### config.mk
export PLATFORM = sky130hd
export DESIGN_NAME = sram_host_ctrl
export DESIGN_NICKNAME = d
export VERILOG_FILES = /design/src/shared/sram_ctrl_pkg.sv /design/src/core/sram_host_ctrl.sv /design/src/core/sram_data_sync.sv
export SDC_FILE = /design/constraint.sdc
export NUM_CORES = 1
export LEC_CHECK = 0
export BUFFER_PORTS_ARGS = -buffer_cell sky130_fd_sc_hd__buf_2
export CAP_MARGIN = 20
export CORE_MARGIN = 4
export CORE_UTILIZATION = 30
export CTS_BUF_LIST = sky130_fd_sc_hd__clkbuf_4
export DETAILED_ROUTE_END_ITERATION = 6
export GPL_TIMING_DRIVEN = 0
export PLACE_DENSITY = 0.54
export SETUP_SLACK_MARGIN = 0.05
export SYNTH_ARGS = -nofsm -noshare
export SYNTH_HDL_FRONTEND = slang
export SYNTH_HIERARCHICAL = 1
export SYNTH_SLANG_ARGS = --single-unit
### constraint.sdc
create_clock -name i_clk -period 4 [get_ports i_clk]
set_input_delay 0.8 -clock i_clk [delete_from_list [all_inputs] [get_ports i_clk]]
set_output_delay 0.8 -clock i_clk [all_outputs]
set_load 0.02 [all_outputs]
### src/shared/sram_ctrl_pkg.sv
package sram_ctrl_pkg;

  // ==========================================================================
  // Geometry
  localparam int ADDR_W      = 15;
  localparam int DATA_W      = 16;
  localparam int LANE_W      = 8;
  localparam int LANES       = 2;
  localparam int WORDS       = 32768;
  localparam int SYNC_STAGES = 2;
  localparam int CNT_W       = 16;

  // ==========================================================================
  // Timing, figures as printed
  localparam int CLK_PERIOD_PS = 4000;
  localparam int T_POWER_US    = 100;
  localparam int T_RC_NS       = 10;
  localparam int T_ADDR_ACC_NS = 10;
  localparam int T_WC_NS       = 10;
  localparam int T_SCE_NS      = 8;
  localparam int T_AW_NS       = 8;
  localparam int T_PWE_NS      = 7;
  localparam int T_BW_NS       = 7;
  localparam int T_SD_NS       = 5;
  localparam int T_HZOE_NS     = 5;
  localparam int T_HZCE_NS     = 5;
  localparam int T_HZBE_NS     = 5;

  // Least time in ns rounded up to whole clock cycles, never below one
  function automatic int min_cycles(input int t_ns);
    int c;
    c = (t_ns * 1000 + CLK_PERIOD_PS - 1) / CLK_PERIOD_PS;
    return (c < 1) ? 1 : c;
  endfunction

  function automatic int max2(input int a, input int b);
    return (a > b) ? a : b;
  endfunction

  localparam int POWER_UP_CYC = (T_POWER_US * 1000 * 1000) / CLK_PERIOD_PS;
  localparam int ACC_CYC      = max2(min_cycles(T_ADDR_ACC_NS), min_cycles(T_RC_NS));
  localparam int WR_LOW_CYC   = max2(max2(min_cycles(T_PWE_NS), min_cycles(T_BW_NS)),
                                     max2(max2(min_cycles(T_SCE_NS), min_cycles(T_AW_NS)),
                                          min_cycles(T_SD_NS)));
  localparam int WR_REC_CYC   = max2(min_cycles(T_WC_NS) - WR_LOW_CYC, 1);
  localparam int TURN_CYC     = max2(max2(min_cycles(T_HZOE_NS), min_cycles(T_HZCE_NS)),
                                     min_cycles(T_HZBE_NS));
  // Pin valid at the ACC_CYC edge, then two sync flops before capture
  localparam int RD_WAIT_CYC  = ACC_CYC + SYNC_STAGES;

  localparam logic [CNT_W-1:0] WR_LOW_LAST = CNT_W'(WR_LOW_CYC - 1);
  localparam logic [CNT_W-1:0] WR_REC_LAST = CNT_W'(WR_REC_CYC - 1);
  localparam logic [CNT_W-1:0] TURN_LAST   = CNT_W'(TURN_CYC - 1);
  localparam logic [CNT_W-1:0] RD_LAST     = CNT_W'(RD_WAIT_CYC - 1);

  // ==========================================================================
  // Carriers
  typedef struct packed {
    logic              wr;
    logic [ADDR_W-1:0] word_address;
    logic [DATA_W-1:0] wdata;
    logic [LANES-1:0]  lane_en;   // [0] lower byte, [1] upper byte
  } req_s;

  typedef struct packed {
    logic              chip_sel_n;
    logic              out_en_n;
    logic              wr_strobe_n;
    logic              lower_lane_strobe_n;
    logic              upper_lane_strobe_n;
    logic [ADDR_W-1:0] word_address;
  } pins_s;

  localparam pins_s PINS_IDLE = '{chip_sel_n: 1'b1, out_en_n: 1'b1, wr_strobe_n: 1'b1,
                                  lower_lane_strobe_n: 1'b1, upper_lane_strobe_n: 1'b1,
                                  word_address: '0};

  typedef enum logic [5:0] {
    ST_INIT   = 6'h01,
    ST_IDLE   = 6'h02,
    ST_WR_LOW = 6'h04,
    ST_WR_REC = 6'h08,
    ST_RD     = 6'h10,
    ST_TURN   = 6'h20
  } state_e;

endpackage

### src/core/sram_host_ctrl.sv
`timescale 1ns/1ps
module sram_host_ctrl
  import sram_ctrl_pkg::*;
#(
  parameter int POWER_UP_CYCLES = POWER_UP_CYC
)
(
  // Clock and reset
  input  wire logic              i_clk,
  input  wire logic              i_sys_rst,
  // User request
  input  wire logic              i_req_valid,
  input  wire req_s              i_req,
  output logic                   o_req_ready,
  // Read answer
  output logic                   o_rsp_valid,
  output logic      [DATA_W-1:0] o_rsp_data,
  // Status
  output logic                   o_init_done,
  // Memory control pins
  output pins_s                  o_pins,
  // Shared data bus
  input  wire logic [DATA_W-1:0] i_data_in,
  output logic      [DATA_W-1:0] o_data_out,
  output logic                   o_data_oe
);

  // ==========================================================================
  // State
  state_e            state_ff;
  state_e            nxt_state;
  logic [CNT_W-1:0]  cnt_ff;
  logic [CNT_W-1:0]  nxt_cnt;
  pins_s             pins_ff;
  pins_s             nxt_pins;
  logic [DATA_W-1:0] dout_ff;
  logic [DATA_W-1:0] nxt_dout;
  logic              doe_ff;
  logic              nxt_doe;
  logic [DATA_W-1:0] rdata_ff;
  logic [DATA_W-1:0] nxt_rdata;
  logic              rvalid_ff;
  logic              nxt_rvalid;
  logic              init_ff;
  logic              nxt_init;
  logic [DATA_W-1:0] data_sync;
  logic              take;

  localparam logic [CNT_W-1:0] INIT_LAST = CNT_W'(POWER_UP_CYCLES - 1);

  // ==========================================================================
  // Data pin capture
  sram_data_sync u_sync (
    .i_clk     (i_clk),
    .i_sys_rst (i_sys_rst),
    .i_async   (i_data_in),
    .o_sync    (data_sync)
  );

  // New work is taken only between accesses, after the power-up wait
  assign take = i_req_valid && (state_ff == ST_IDLE);

  // ==========================================================================
  // Sequencer
  always_comb
  begin
    nxt_state  = state_ff;
    nxt_cnt    = cnt_ff + CNT_W'(1);
    nxt_pins   = pins_ff;
    nxt_dout   = dout_ff;
    nxt_doe    = doe_ff;
    nxt_rdata  = rdata_ff;
    nxt_rvalid = 1'b0;
    nxt_init   = init_ff;
    unique case (state_ff)
      ST_INIT:
      begin
        // Power-up wait
        // Pins stay deselected while the supply settles
        if (cnt_ff == INIT_LAST)
        begin
          nxt_state = ST_IDLE;
          nxt_init  = 1'b1;
          nxt_cnt   = '0;
        end
      end
      ST_IDLE:
      begin
        nxt_cnt = '0;
        if (take && i_req.wr)
        begin
          nxt_pins.chip_sel_n          = 1'b0;
          nxt_pins.wr_strobe_n         = 1'b0;
          nxt_pins.out_en_n            = 1'b1;
          nxt_pins.lower_lane_strobe_n = ~i_req.lane_en[0];
          nxt_pins.upper_lane_strobe_n = ~i_req.lane_en[1];
          nxt_pins.word_address        = i_req.word_address;
          nxt_dout  = i_req.wdata;
          nxt_doe   = 1'b1;
          nxt_state = ST_WR_LOW;
        end
        else if (take)
        begin
          nxt_pins.chip_sel_n          = 1'b0;
          nxt_pins.out_en_n            = 1'b0;
          nxt_pins.wr_strobe_n         = 1'b1;
          nxt_pins.lower_lane_strobe_n = ~i_req.lane_en[0];
          nxt_pins.upper_lane_strobe_n = ~i_req.lane_en[1];
          nxt_pins.word_address        = i_req.word_address;
          nxt_doe   = 1'b0;
          nxt_state = ST_RD;
        end
      end
      ST_WR_LOW:
      begin
        if (cnt_ff == WR_LOW_LAST)
        begin
          nxt_pins.chip_sel_n          = 1'b1;
          nxt_pins.wr_strobe_n         = 1'b1;
          nxt_pins.lower_lane_strobe_n = 1'b1;
          nxt_pins.upper_lane_strobe_n = 1'b1;
          nxt_cnt   = '0;
          nxt_state = ST_WR_REC;
        end
      end
      ST_WR_REC:
      begin
        // Rest of the cycle time
        // Data stays driven a little past the edge for margin
        if (cnt_ff == WR_REC_LAST)
        begin
          nxt_doe   = 1'b0;
          nxt_cnt   = '0;
          nxt_state = ST_IDLE;
        end
      end
      ST_RD:
      begin
        if (cnt_ff == RD_LAST)
        begin
          nxt_rdata  = data_sync;
          nxt_rvalid = 1'b1;
          nxt_pins.chip_sel_n          = 1'b1;
          nxt_pins.out_en_n            = 1'b1;
          nxt_pins.lower_lane_strobe_n = 1'b1;
          nxt_pins.upper_lane_strobe_n = 1'b1;
          nxt_cnt   = '0;
          nxt_state = ST_TURN;
        end
      end
      ST_TURN:
      begin
        if (cnt_ff == TURN_LAST)
        begin
          nxt_cnt   = '0;
          nxt_state = ST_IDLE;
        end
      end
      default:
      begin
        nxt_state = ST_IDLE;
        nxt_pins  = PINS_IDLE;
        nxt_doe   = 1'b0;
        nxt_cnt   = '0;
      end
    endcase
  end

  always_ff @(posedge i_clk or posedge i_sys_rst)
  begin
    if (i_sys_rst)
    begin
      state_ff  <= ST_INIT;
      cnt_ff    <= '0;
      pins_ff   <= PINS_IDLE;
      dout_ff   <= '0;
      doe_ff    <= 1'b0;
      rdata_ff  <= '0;
      rvalid_ff <= 1'b0;
      init_ff   <= 1'b0;
    end
    else
    begin
      state_ff  <= nxt_state;
      cnt_ff    <= nxt_cnt;
      pins_ff   <= nxt_pins;
      dout_ff   <= nxt_dout;
      doe_ff    <= nxt_doe;
      rdata_ff  <= nxt_rdata;
      rvalid_ff <= nxt_rvalid;
      init_ff   <= nxt_init;
    end
  end

  // ==========================================================================
  // Outputs
  assign o_req_ready = (state_ff == ST_IDLE);
  assign o_rsp_valid = rvalid_ff;
  assign o_rsp_data  = rdata_ff;
  assign o_init_done = init_ff;
  assign o_pins      = pins_ff;
  assign o_data_out  = dout_ff;
  assign o_data_oe   = doe_ff;

endmodule

### src/core/sram_data_sync.sv
`timescale 1ns/1ps
module sram_data_sync
  import sram_ctrl_pkg::*;
(
  // Clock and reset
  input  wire logic              i_clk,
  input  wire logic              i_sys_rst,
  // Data
  input  wire logic [DATA_W-1:0] i_async,
  output logic      [DATA_W-1:0] o_sync
);

  // ==========================================================================
  // Two-stage capture of the data pins
  logic [DATA_W-1:0] meta_ff;
  logic [DATA_W-1:0] sync_ff;

  always_ff @(posedge i_clk or posedge i_sys_rst)
  begin
    if (i_sys_rst)
    begin
      meta_ff <= '0;
      sync_ff <= '0;
    end
    else
    begin
      meta_ff <= i_async;
      sync_ff <= meta_ff;
    end
  end

  assign o_sync = sync_ff;

endmodule

# Word-level counts from Yosys, hierarchy flattened

Index checks and enable logic that the tools add are counted.

Latch bits: 0
Bits of input ports: 53
Output and inout bits: 56
Register bits: 109
Memory bits (read-only): 0
Bits in writable memories: 0
Memories: 0
Logic and storage cells: 85

Bitwise logic cells: 7
Eq/ne operators: 15
Reduce and logical (&&, ||, !) cells: 18
Div/mod/pow operators: 0
Add/sub/neg operators: 1
Order comparisons: 0
Multiply operators: 0
Multiplexer cells: 29
Shift operators: 0

Operators by type and width:

| cell                                                  | count |
|---|---|
| two-way mux 16 bit                                    | 4 |
| one-hot mux 16 bit (4 select lines)                   | 1 |
| two-way mux 6 bit                                     | 7 |
| two-way mux 20 bit                                    | 2 |
| one-hot mux 6 bit (6 select lines)                    | 1 |
| one-hot mux 15 bit (2 select lines)                   | 1 |
| adder 16 x 1 -> 16 bit, second input constant         | 1 |
| equality test 16 x 1 -> 1 bit, second input constant  | 1 |
| equality test 16 x 15 -> 1 bit, second input constant | 1 |
| equality test 16 x 3 -> 1 bit, second input constant  | 1 |
| zero test 16 bit                                      | 1 |
| OR reduction 4 bit                                    | 3 |
| != test 2 bit, second input constant                  | 5 |
| one-hot mux 1 bit (3 select lines)                    | 3 |
| AND reduction 3 bit                                   | 3 |
| one-hot mux 2 bit (4 select lines)                    | 1 |
| AND reduction 2 bit                                   | 4 |
| inverter 1 bit                                        | 7 |
| equality test 6 x 1 -> 1 bit, second input constant   | 1 |
| equality test 6 x 2 -> 1 bit, second input constant   | 1 |
| equality test 6 x 3 -> 1 bit, second input constant   | 1 |
| equality test 6 x 4 -> 1 bit, second input constant   | 1 |
| equality test 6 x 5 -> 1 bit, second input constant   | 1 |
| equality test 6 bit, second input constant            | 1 |
| other kinds (11)                                      | 17 |

# Logic depth before layout (Yosys ltp)

Gate-level depths: netlist of run 1.

Word-level depth: 5
Depth in mapped cells: 9
Gate-level depth less buffers: 7

# Cells and area by module

The synthesis of run 1 kept the hierarchy.

Modules (own cells, without submodules):

| module         | cells an instance | area each (sq um) | times used |
|---|---|---|---|
| sram_host_ctrl | 290               | 3358.2            | 1 |
| sram_data_sync | 33                | 804.5             | 1 |

# Worst setup path after synthesis of run 1

Ideal clock, no wire load.

Kind: flip-flop to output port
Start point: register state_ff[4]
End point: output port o_req_ready
Path buffers: 1
Required time: 3.200 ns
Path slack: 1.694 ns
Arrival: 1.506 ns
Cell stages (with the launch flop): 4
Path through: dfrtp_1 -> nor4b_1 -> nor3b_2 -> clkbuf_1

Cells in the longest elaborated chain, start to end: 1

Ends and longest elaborated chain:

| item                         | RTL line              | RTL |
|---|---|---|
| start, declared              | sram_host_ctrl.sv:30  | `state_e state_ff;` |
| start signal, assigned       | sram_host_ctrl.sv:184 | `state_ff <= nxt_state;` |
| equality test 6 x 2 -> 1 bit | sram_host_ctrl.sv:197 | `assign o_req_ready = (state_ff == ST_IDLE);` |
| end, declared                | sram_host_ctrl.sv:14  | `output logic o_req_ready,` |

No other way between the ends.

# Worst setup path after layout of run 1

Ends and elaborated chain as after synthesis.

==> results of run 1 <==
final timing paths:
| kind | to | slack, ns | cells past startpoint |
|---|---|---|---|
| max | o_req_ready | 0.76 | 4 |
| min reg2reg | u_sync/o_sync[11] | 0.37 | 0 |
| min | o_rsp_data[5] | 0.21 | 2 |
| max in group asynchronous | u_sync/o_sync[3] | 3.10 | 3 |
| max reg2reg | o_rsp_data[3] | 1.47 | 5 |
| min in group i_clk | u_sync/o_sync[11] | 0.37 | 0 |
cells by family after synthesis:
kind of cell             count (synthesis)
buffers and inverters                   23
multiplexers                            32
XOR/XNOR                                16
adder cells (fa/ha/maj)                  3
AO/OA/AOI/OAI                           35
flip-flops                             109
AND/OR/NAND/NOR                        105
state kept, by name (all words and copies together) (netlist names):
name            flops
u_sync/meta_ff     16
u_sync/o_sync      16
state_ff            6
o_rsp_valid         1
o_rsp_data         16
o_init_done         1
o_data_oe           1
o_data_out         16
o_pins             20
cnt_ff             16
cell usage in the layout (no fill, tap or decap), types with 2 or more instances in the layout:
cell type	instances
buf_2	111
dfrtp_1	103
nand2_1	36
nor2_1	22
mux2_2	19
mux2_1	13
clkbuf_4	11
xor2_1	10
nand3_1	10
o21ai_0	9
inv_1	8
o21ai_1	7
clkbuf_1	6
xnor2_1	6
nand4_1	6
dfstp_2	6
nor3_1	5
and3_1	5
nor4_1	4
o21a_1	4
o31a_1	4
buf_6	3
and4_1	3
nor3b_1	3
ha_1	3
a22o_1	2
a21o_1	2
nor2b_1	2
buf_16	2
Yosys cell counts (2+ instances only):
master,number
a21o_1,2
a22o_1,2
and3_1,5
and4_1,3
buf_2,3
buf_6,3
clkbuf_1,6
dfrtp_1,103
dfstp_2,6
ha_1,3
inv_1,9
mux2_1,13
mux2_2,19
nand2_1,36
nand3_1,10
nand4_1,6
nor2_1,22
nor2b_1,2
nor3_1,5
nor3b_1,3
nor4_1,4
o21a_1,4
o21ai_0,9
o21ai_1,7
o31a_1,4
xnor2_1,6
xor2_1,10
worst max-delay path, stage by stage, from the launching register on:
cell and delay [ns]:
dfrtp_1 0.47, nor4b_1 0.47, nor3b_2 0.35, clkbuf_1 0.43, buf_2 0.26
power by group:
part	internal, mW	switching (mW)	leakage (nW)
clock	0.208	0.360	0.0774
sequential	1.31	0.105	1.38
combinational	0.395	0.636	1.07
total	1.91	1.10	2.52
cell type report:
class / instances / share of cell area [%]
buffer: 13 / 1.54
timing repair buffer: 110 / 11.6
multi-input combinational: 191 / 25.6
clock inverter: 5 / 1.17
clock buffer: 11 / 1.61
sequential: 109 / 53.4
tap: 176 / 4.30
inverter: 10 / 0.781
metal layers:
metal / up-vias / wire, um
met5: - / 0
met3: 8 / 669
met2: 61 / 4300
li1: 1349 / -
met1: 1371 / 3760
met4: 0 / 107
through the flow:
stage | power, mW | instance area (sq um)
6_report | 3.01 | 5120
3_5_place_dp | 2.49 | 4980
4_1_cts | 3.07 | 5120
3_3_place_gp | 2.46 | 4920
2_1_floorplan | 2.13 | 4160
5_1_grt | 3.23 | 5120
==> out/metrics.cfg, run 1 <==
[status]
outcome = complete, no violations

[sta]
fin_ws_ns = 0.763
min_period_ns = 3.24
fin_skew_ns = 0.0196
slew_headroom_pct = 57.1
slew_viol_final = 0
rsz0062_at_grt = false
whs_ns = 0.211
hold_viol = 0
max_clock_freq_ghz = 0.309
finalCritPeriodShare_pct = 80.9
final-setup-viol-count = 0
tightest_slew_ns = 0.638
tns_ns = 0

[yosys]
synth.area.top_cells = dfrtp_1, mux2_2, dfstp_2, mux2_1, nand2_1
postSynthCellCount = 323
ys_types = 45
synth_edf_count = 0
synth_top_family_by_area = simple AND/OR/NAND/NOR gates
synth.avg_cell_area_sq_um = 12.9
netlist_area_sq_um = 4160
async_reset_ff_share_pct = 100
synth_nets = 379
yosys.area_share.simple_pct = 13.0
yosys.area_share.adder_pct = 0.902
yosys.area.top_type = dfrtp_1
synth_top_area_share_pct = 61.9
synthMuxAreaShare_pct = 8.66
ys_ff_latch = 109
ys.warnings.count = 6
ys.flop_type = dfrtp_1
synth_compound_area_share_pct = 5.53
synth_seq_area_share_pct = 65.7
synthXorXnorAreaFrac_pct = 3.37

[global_routing]
track_usage_pct = 11.6
grtUsageMet2_pct = 18.2
grt_use_met1_pct = 14.6
grt_max_degree = 71
grt_overflow = 0
met3_usage_pct = 4.87
first_global_vias = 2966
antenna_found_initial = 0
grt_busiest_layer = met2
grt_pass1_wl_um = 15000

[layout]
drive_gt1_share_pct = 36.7
final_cell_count_no_fill = 625
multi_input_area_sq_um = 1310
final.fill_count = 1328
fin_nets = 500
post-route-util_pct = 38.2
areaGrowthSynthToFinish_pct = 23.1
n_antenna_cell = 0
seq_area_sq_um = 2740

[detailed_routing]
drc_errors = 0
ant_nets = 0
wirelength_um = 8830
vias = 2789
wl_per_cell_um = 14.1
vias_per_cell = 4.46
dr.pass1.iters = 4
drt_iter0_drc = 95

[power_and_ir_drop]
irDropWorstVdd_mv = 0.271
p_per_area_nw_per_um2 = 588
power_leakage_nw = 2.52

[cts]
cts_buffers = 9
postCtsSetupRepairBufs = 0
clock_latency_ns = 0.46
cts_hold_buf = 0
clock-sinks = 109
post_cts_resize_count = 0
cts_max_level = 3
cts_tree = built
clkTransAtPathRegs_ns = 0.16
cts_max_path_buffers = 2
root_buffer = clkbuf_4

[floorplan]
fp-row-count = 42
die-width_um = 126
initial_utilization_pct = 31.1
fp.coreArea_sq_um = 13400
ios = 109
die-area_sq_um = 15800
die_h_um = 126

[place]
place_hpwl_um = 6480
port_buffers = 108
pre_cts_slack_ns = 1.26
dpl.cell_count = 609
gp_congestion = 0.767

[worst_setup_path]
path_max_fanout = 10
worstPathArrival_ns = 2.44
crit_required_ns = 3.20
crit_path_end_kind = output port
path_class = reg2out
cp-start-kind = flop
startpoint = state_ff[4]
r2r_start = cnt_ff[10]

[flow_run]
max_cap_violations = 0

[min_path]
hold_class = in2async

Power figures use the tool's default switching activity.
==> inputs of run 2 (changes only) <==
Settings changed: PLACE_DENSITY 0.54 to 0.56.
Clock period 4 ns to 2.7 ns, I/O delays scaled along.
==> run 2 against run 1 <==
Net effect:
- clock power is 52% higher
- die area unchanged
- cell count increased by 0.32%
- via count increased by 0.61%
- first-iteration DRC count is 15% lower
- flip-flop and latch count stayed put
- worst setup slack got worse by 0.59 ns
- clock skew decreased by 0.0028 ns
- critical path type unchanged
- critical path depth did not move
- final area rose by 1.2%
- sequential power increased by 48%
- total power increased by 51%
==> out/metrics.cfg, run 2 (synthesis gave the netlist of run 1 again) <==
[sta]
finalCritPeriodShare_pct = 93.5
slew_viol_final = 0  ; unchanged
max_clock_freq_ghz = 0.396
hold_viol = 0  ; unchanged
min_period_ns = 2.52
tightest_slew_ns = 0.627  ; -0.0113 ns
fin_skew_ns = 0.0169  ; -0.00279 ns
slew_headroom_pct = 58.2  ; +1.1 points
final-setup-viol-count = 0  ; unchanged
rsz0062_at_grt = true

[floorplan]
die-area_sq_um = 15800  ; unchanged
die_h_um = 126  ; unchanged
initial_utilization_pct = 31.1  ; unchanged
fp.coreArea_sq_um = 13400  ; unchanged
ios = 109  ; unchanged
die-width_um = 126  ; unchanged
fp-row-count = 42  ; unchanged

[cts]
cts_buffers = 9  ; unchanged
clock-sinks = 109  ; unchanged
clock_latency_ns = 0.47  ; about the same
cts_max_level = 3  ; unchanged
cts_max_path_buffers = 2  ; unchanged
clkTransAtPathRegs_ns = 0.17  ; about the same
root_buffer = clkbuf_4
cts_tree = built

[layout]
areaGrowthSynthToFinish_pct = 24.6
n_antenna_cell = 0  ; unchanged
most-common-layout-cells = buf_2, dfrtp_1, nand2_1
largest_reg_flops = 20  ; unchanged
layout_commonest_cell = buf_2
drive_gt1_share_pct = 37.9  ; +1.2 points
post-route-util_pct = 38.7  ; +0.48 points
fin_nets = 502  ; +0.40%
final_cell_count_no_fill = 627  ; +0.32%

[min_path]
hold_class = in2reg
min_to = u_sync/meta_ff[1]
worstHoldStart = i_data_in[1]
whs_path_depth = 1

[detailed_routing]
vias_per_cell = 4.48  ; +0.29%
wirelength_um = 8760  ; -0.85%
drc_errors = 0  ; unchanged
ant_nets = 0  ; unchanged
dr.pass1.iters = 4  ; unchanged
drt_iter0_drc = 81  ; -15%
wl_per_cell_um = 14.0  ; -1.2%
vias = 2806  ; +0.61%

[power_and_ir_drop]
p_per_area_nw_per_um2 = 875  ; +49%
p_sw_share_pct = 36.8  ; +0.26 points
p_clk_share_pct = 19.0  ; +0.2 points
netSwitchingPower_mw = 1.67  ; +52%
intPower_mw = 2.87  ; +50%
power_mw = 4.54  ; +51%
combPwrFrac_pct = 34.7  ; +0.5 points
irDropWorstVdd_mv = 0.525  ; +93%
p_seq_share_pct = 46.3  ; -0.7 points
power_leakage_nw = 2.54  ; +0.90%

[place]
gp_congestion = 0.802  ; +4.6%
port_buffers = 108  ; unchanged
place_hpwl_um = 6490  ; about the same
dpl.cell_count = 609  ; unchanged

[worst_setup_path]
r2r-end = o_rsp_data[1]
crit_buf_inv = 2  ; unchanged
r2r_slack_ns = 0.24  ; -1.23 ns
crit_required_ns = 2.16  ; -1.04 ns
reg2regPathDepth = 7  ; +2
path_cells = nor4b_4 > nor3b_4 > clkbuf_4 > buf_2
cp-start-kind = flop
worstPathArrival_ns = 1.98  ; -0.46 ns
slowest_delay_ns = 0.49  ; +0.02 ns
cpMaxStageDelayCell = dfrtp_2
path_delay_family = simple AND/OR/NAND/NOR gates
crit_path_end_kind = output port
r2r_start = state_ff[2]
path_class = reg2out
path_max_fanout = 10  ; unchanged

[flow_run]
max_cap_violations = 0  ; unchanged

[global_routing]
grt_max_degree = 68  ; -4.2%
track_usage_pct = 11.6  ; -0.039 points
antenna_found_initial = 0  ; unchanged
grt_overflow = 0  ; unchanged
grt_pass1_wl_um = 14900  ; -0.51%
first_global_vias = 3043  ; +2.6%

[status]
outcome = complete, no violations

-- run 2: cell type report --
cell class                 instances  area (sq um)
fill                            1313          8210
clock inverter                     7          82.6
buffer                            13          82.6
multi-input combinational        191          1350
sequential                       109          2740
inverter                          10          40.0
timing repair buffer             112           613
tap                              176           220
clock buffer                       9          67.6
-- run 2: worst max-delay path by stage --
stage / start / to / slack (ns) / cells past startpoint
CTS: state_ff[4] / o_req_ready / 0.05 / 4
global placement: i_sys_rst / o_pins[5] / -0.86 / 2
floorplan: i_sys_rst / cnt_ff[0] / 0.20 / 1
finish: state_ff[4] / o_req_ready / 0.18 / 4
global route: state_ff[4] / o_req_ready / 0.02 / 4
detailed placement: state_ff[4] / o_req_ready / 0.22 / 4
-- run 2: routing by layer --
metal	track usage (%)	wire, um	vias to the layer above
met1	14.2	3700	1381
met2	18.7	4300	64
met3	4.19	617	10
li1	-	-	1351
met5	0	0	-
met4	4.73	146	0
-- run 2: timing repair --
action,in CTS,in global routing
buffers inserted,0,1
hold endpoints to repair,10,0
resized for setup,5,3
setup endpoints to repair,1,24
hold buffers,1,0
-- run 2: through the flow --
step           instance area [sq um]  TNS (ns)  hold slack, ns  worst slack, ns
3_3_place_gp                    4920    -61.17           0.333           -0.862
4_1_cts                         5170         0           0.113           0.0540
2_1_floorplan                   4160         0           0.331            0.203
3_5_place_dp                    4980         0           0.335            0.219
5_1_grt                         5190         0           0.117           0.0205
6_report                        5190         0           0.162            0.175
-- run 2: power groups by stage --
stage | clock network (mW) | registers (mW) | logic (mW)
2_1_floorplan | 0 | 2.42 | 0.737
3_3_place_gp | 0 | 2.12 | 1.52
3_5_place_dp | 0 | 2.13 | 1.55
4_1_cts | 0.912 | 2.11 | 1.59
5_1_grt | 0.970 | 2.14 | 1.74
6_report | 0.861 | 2.10 | 1.58
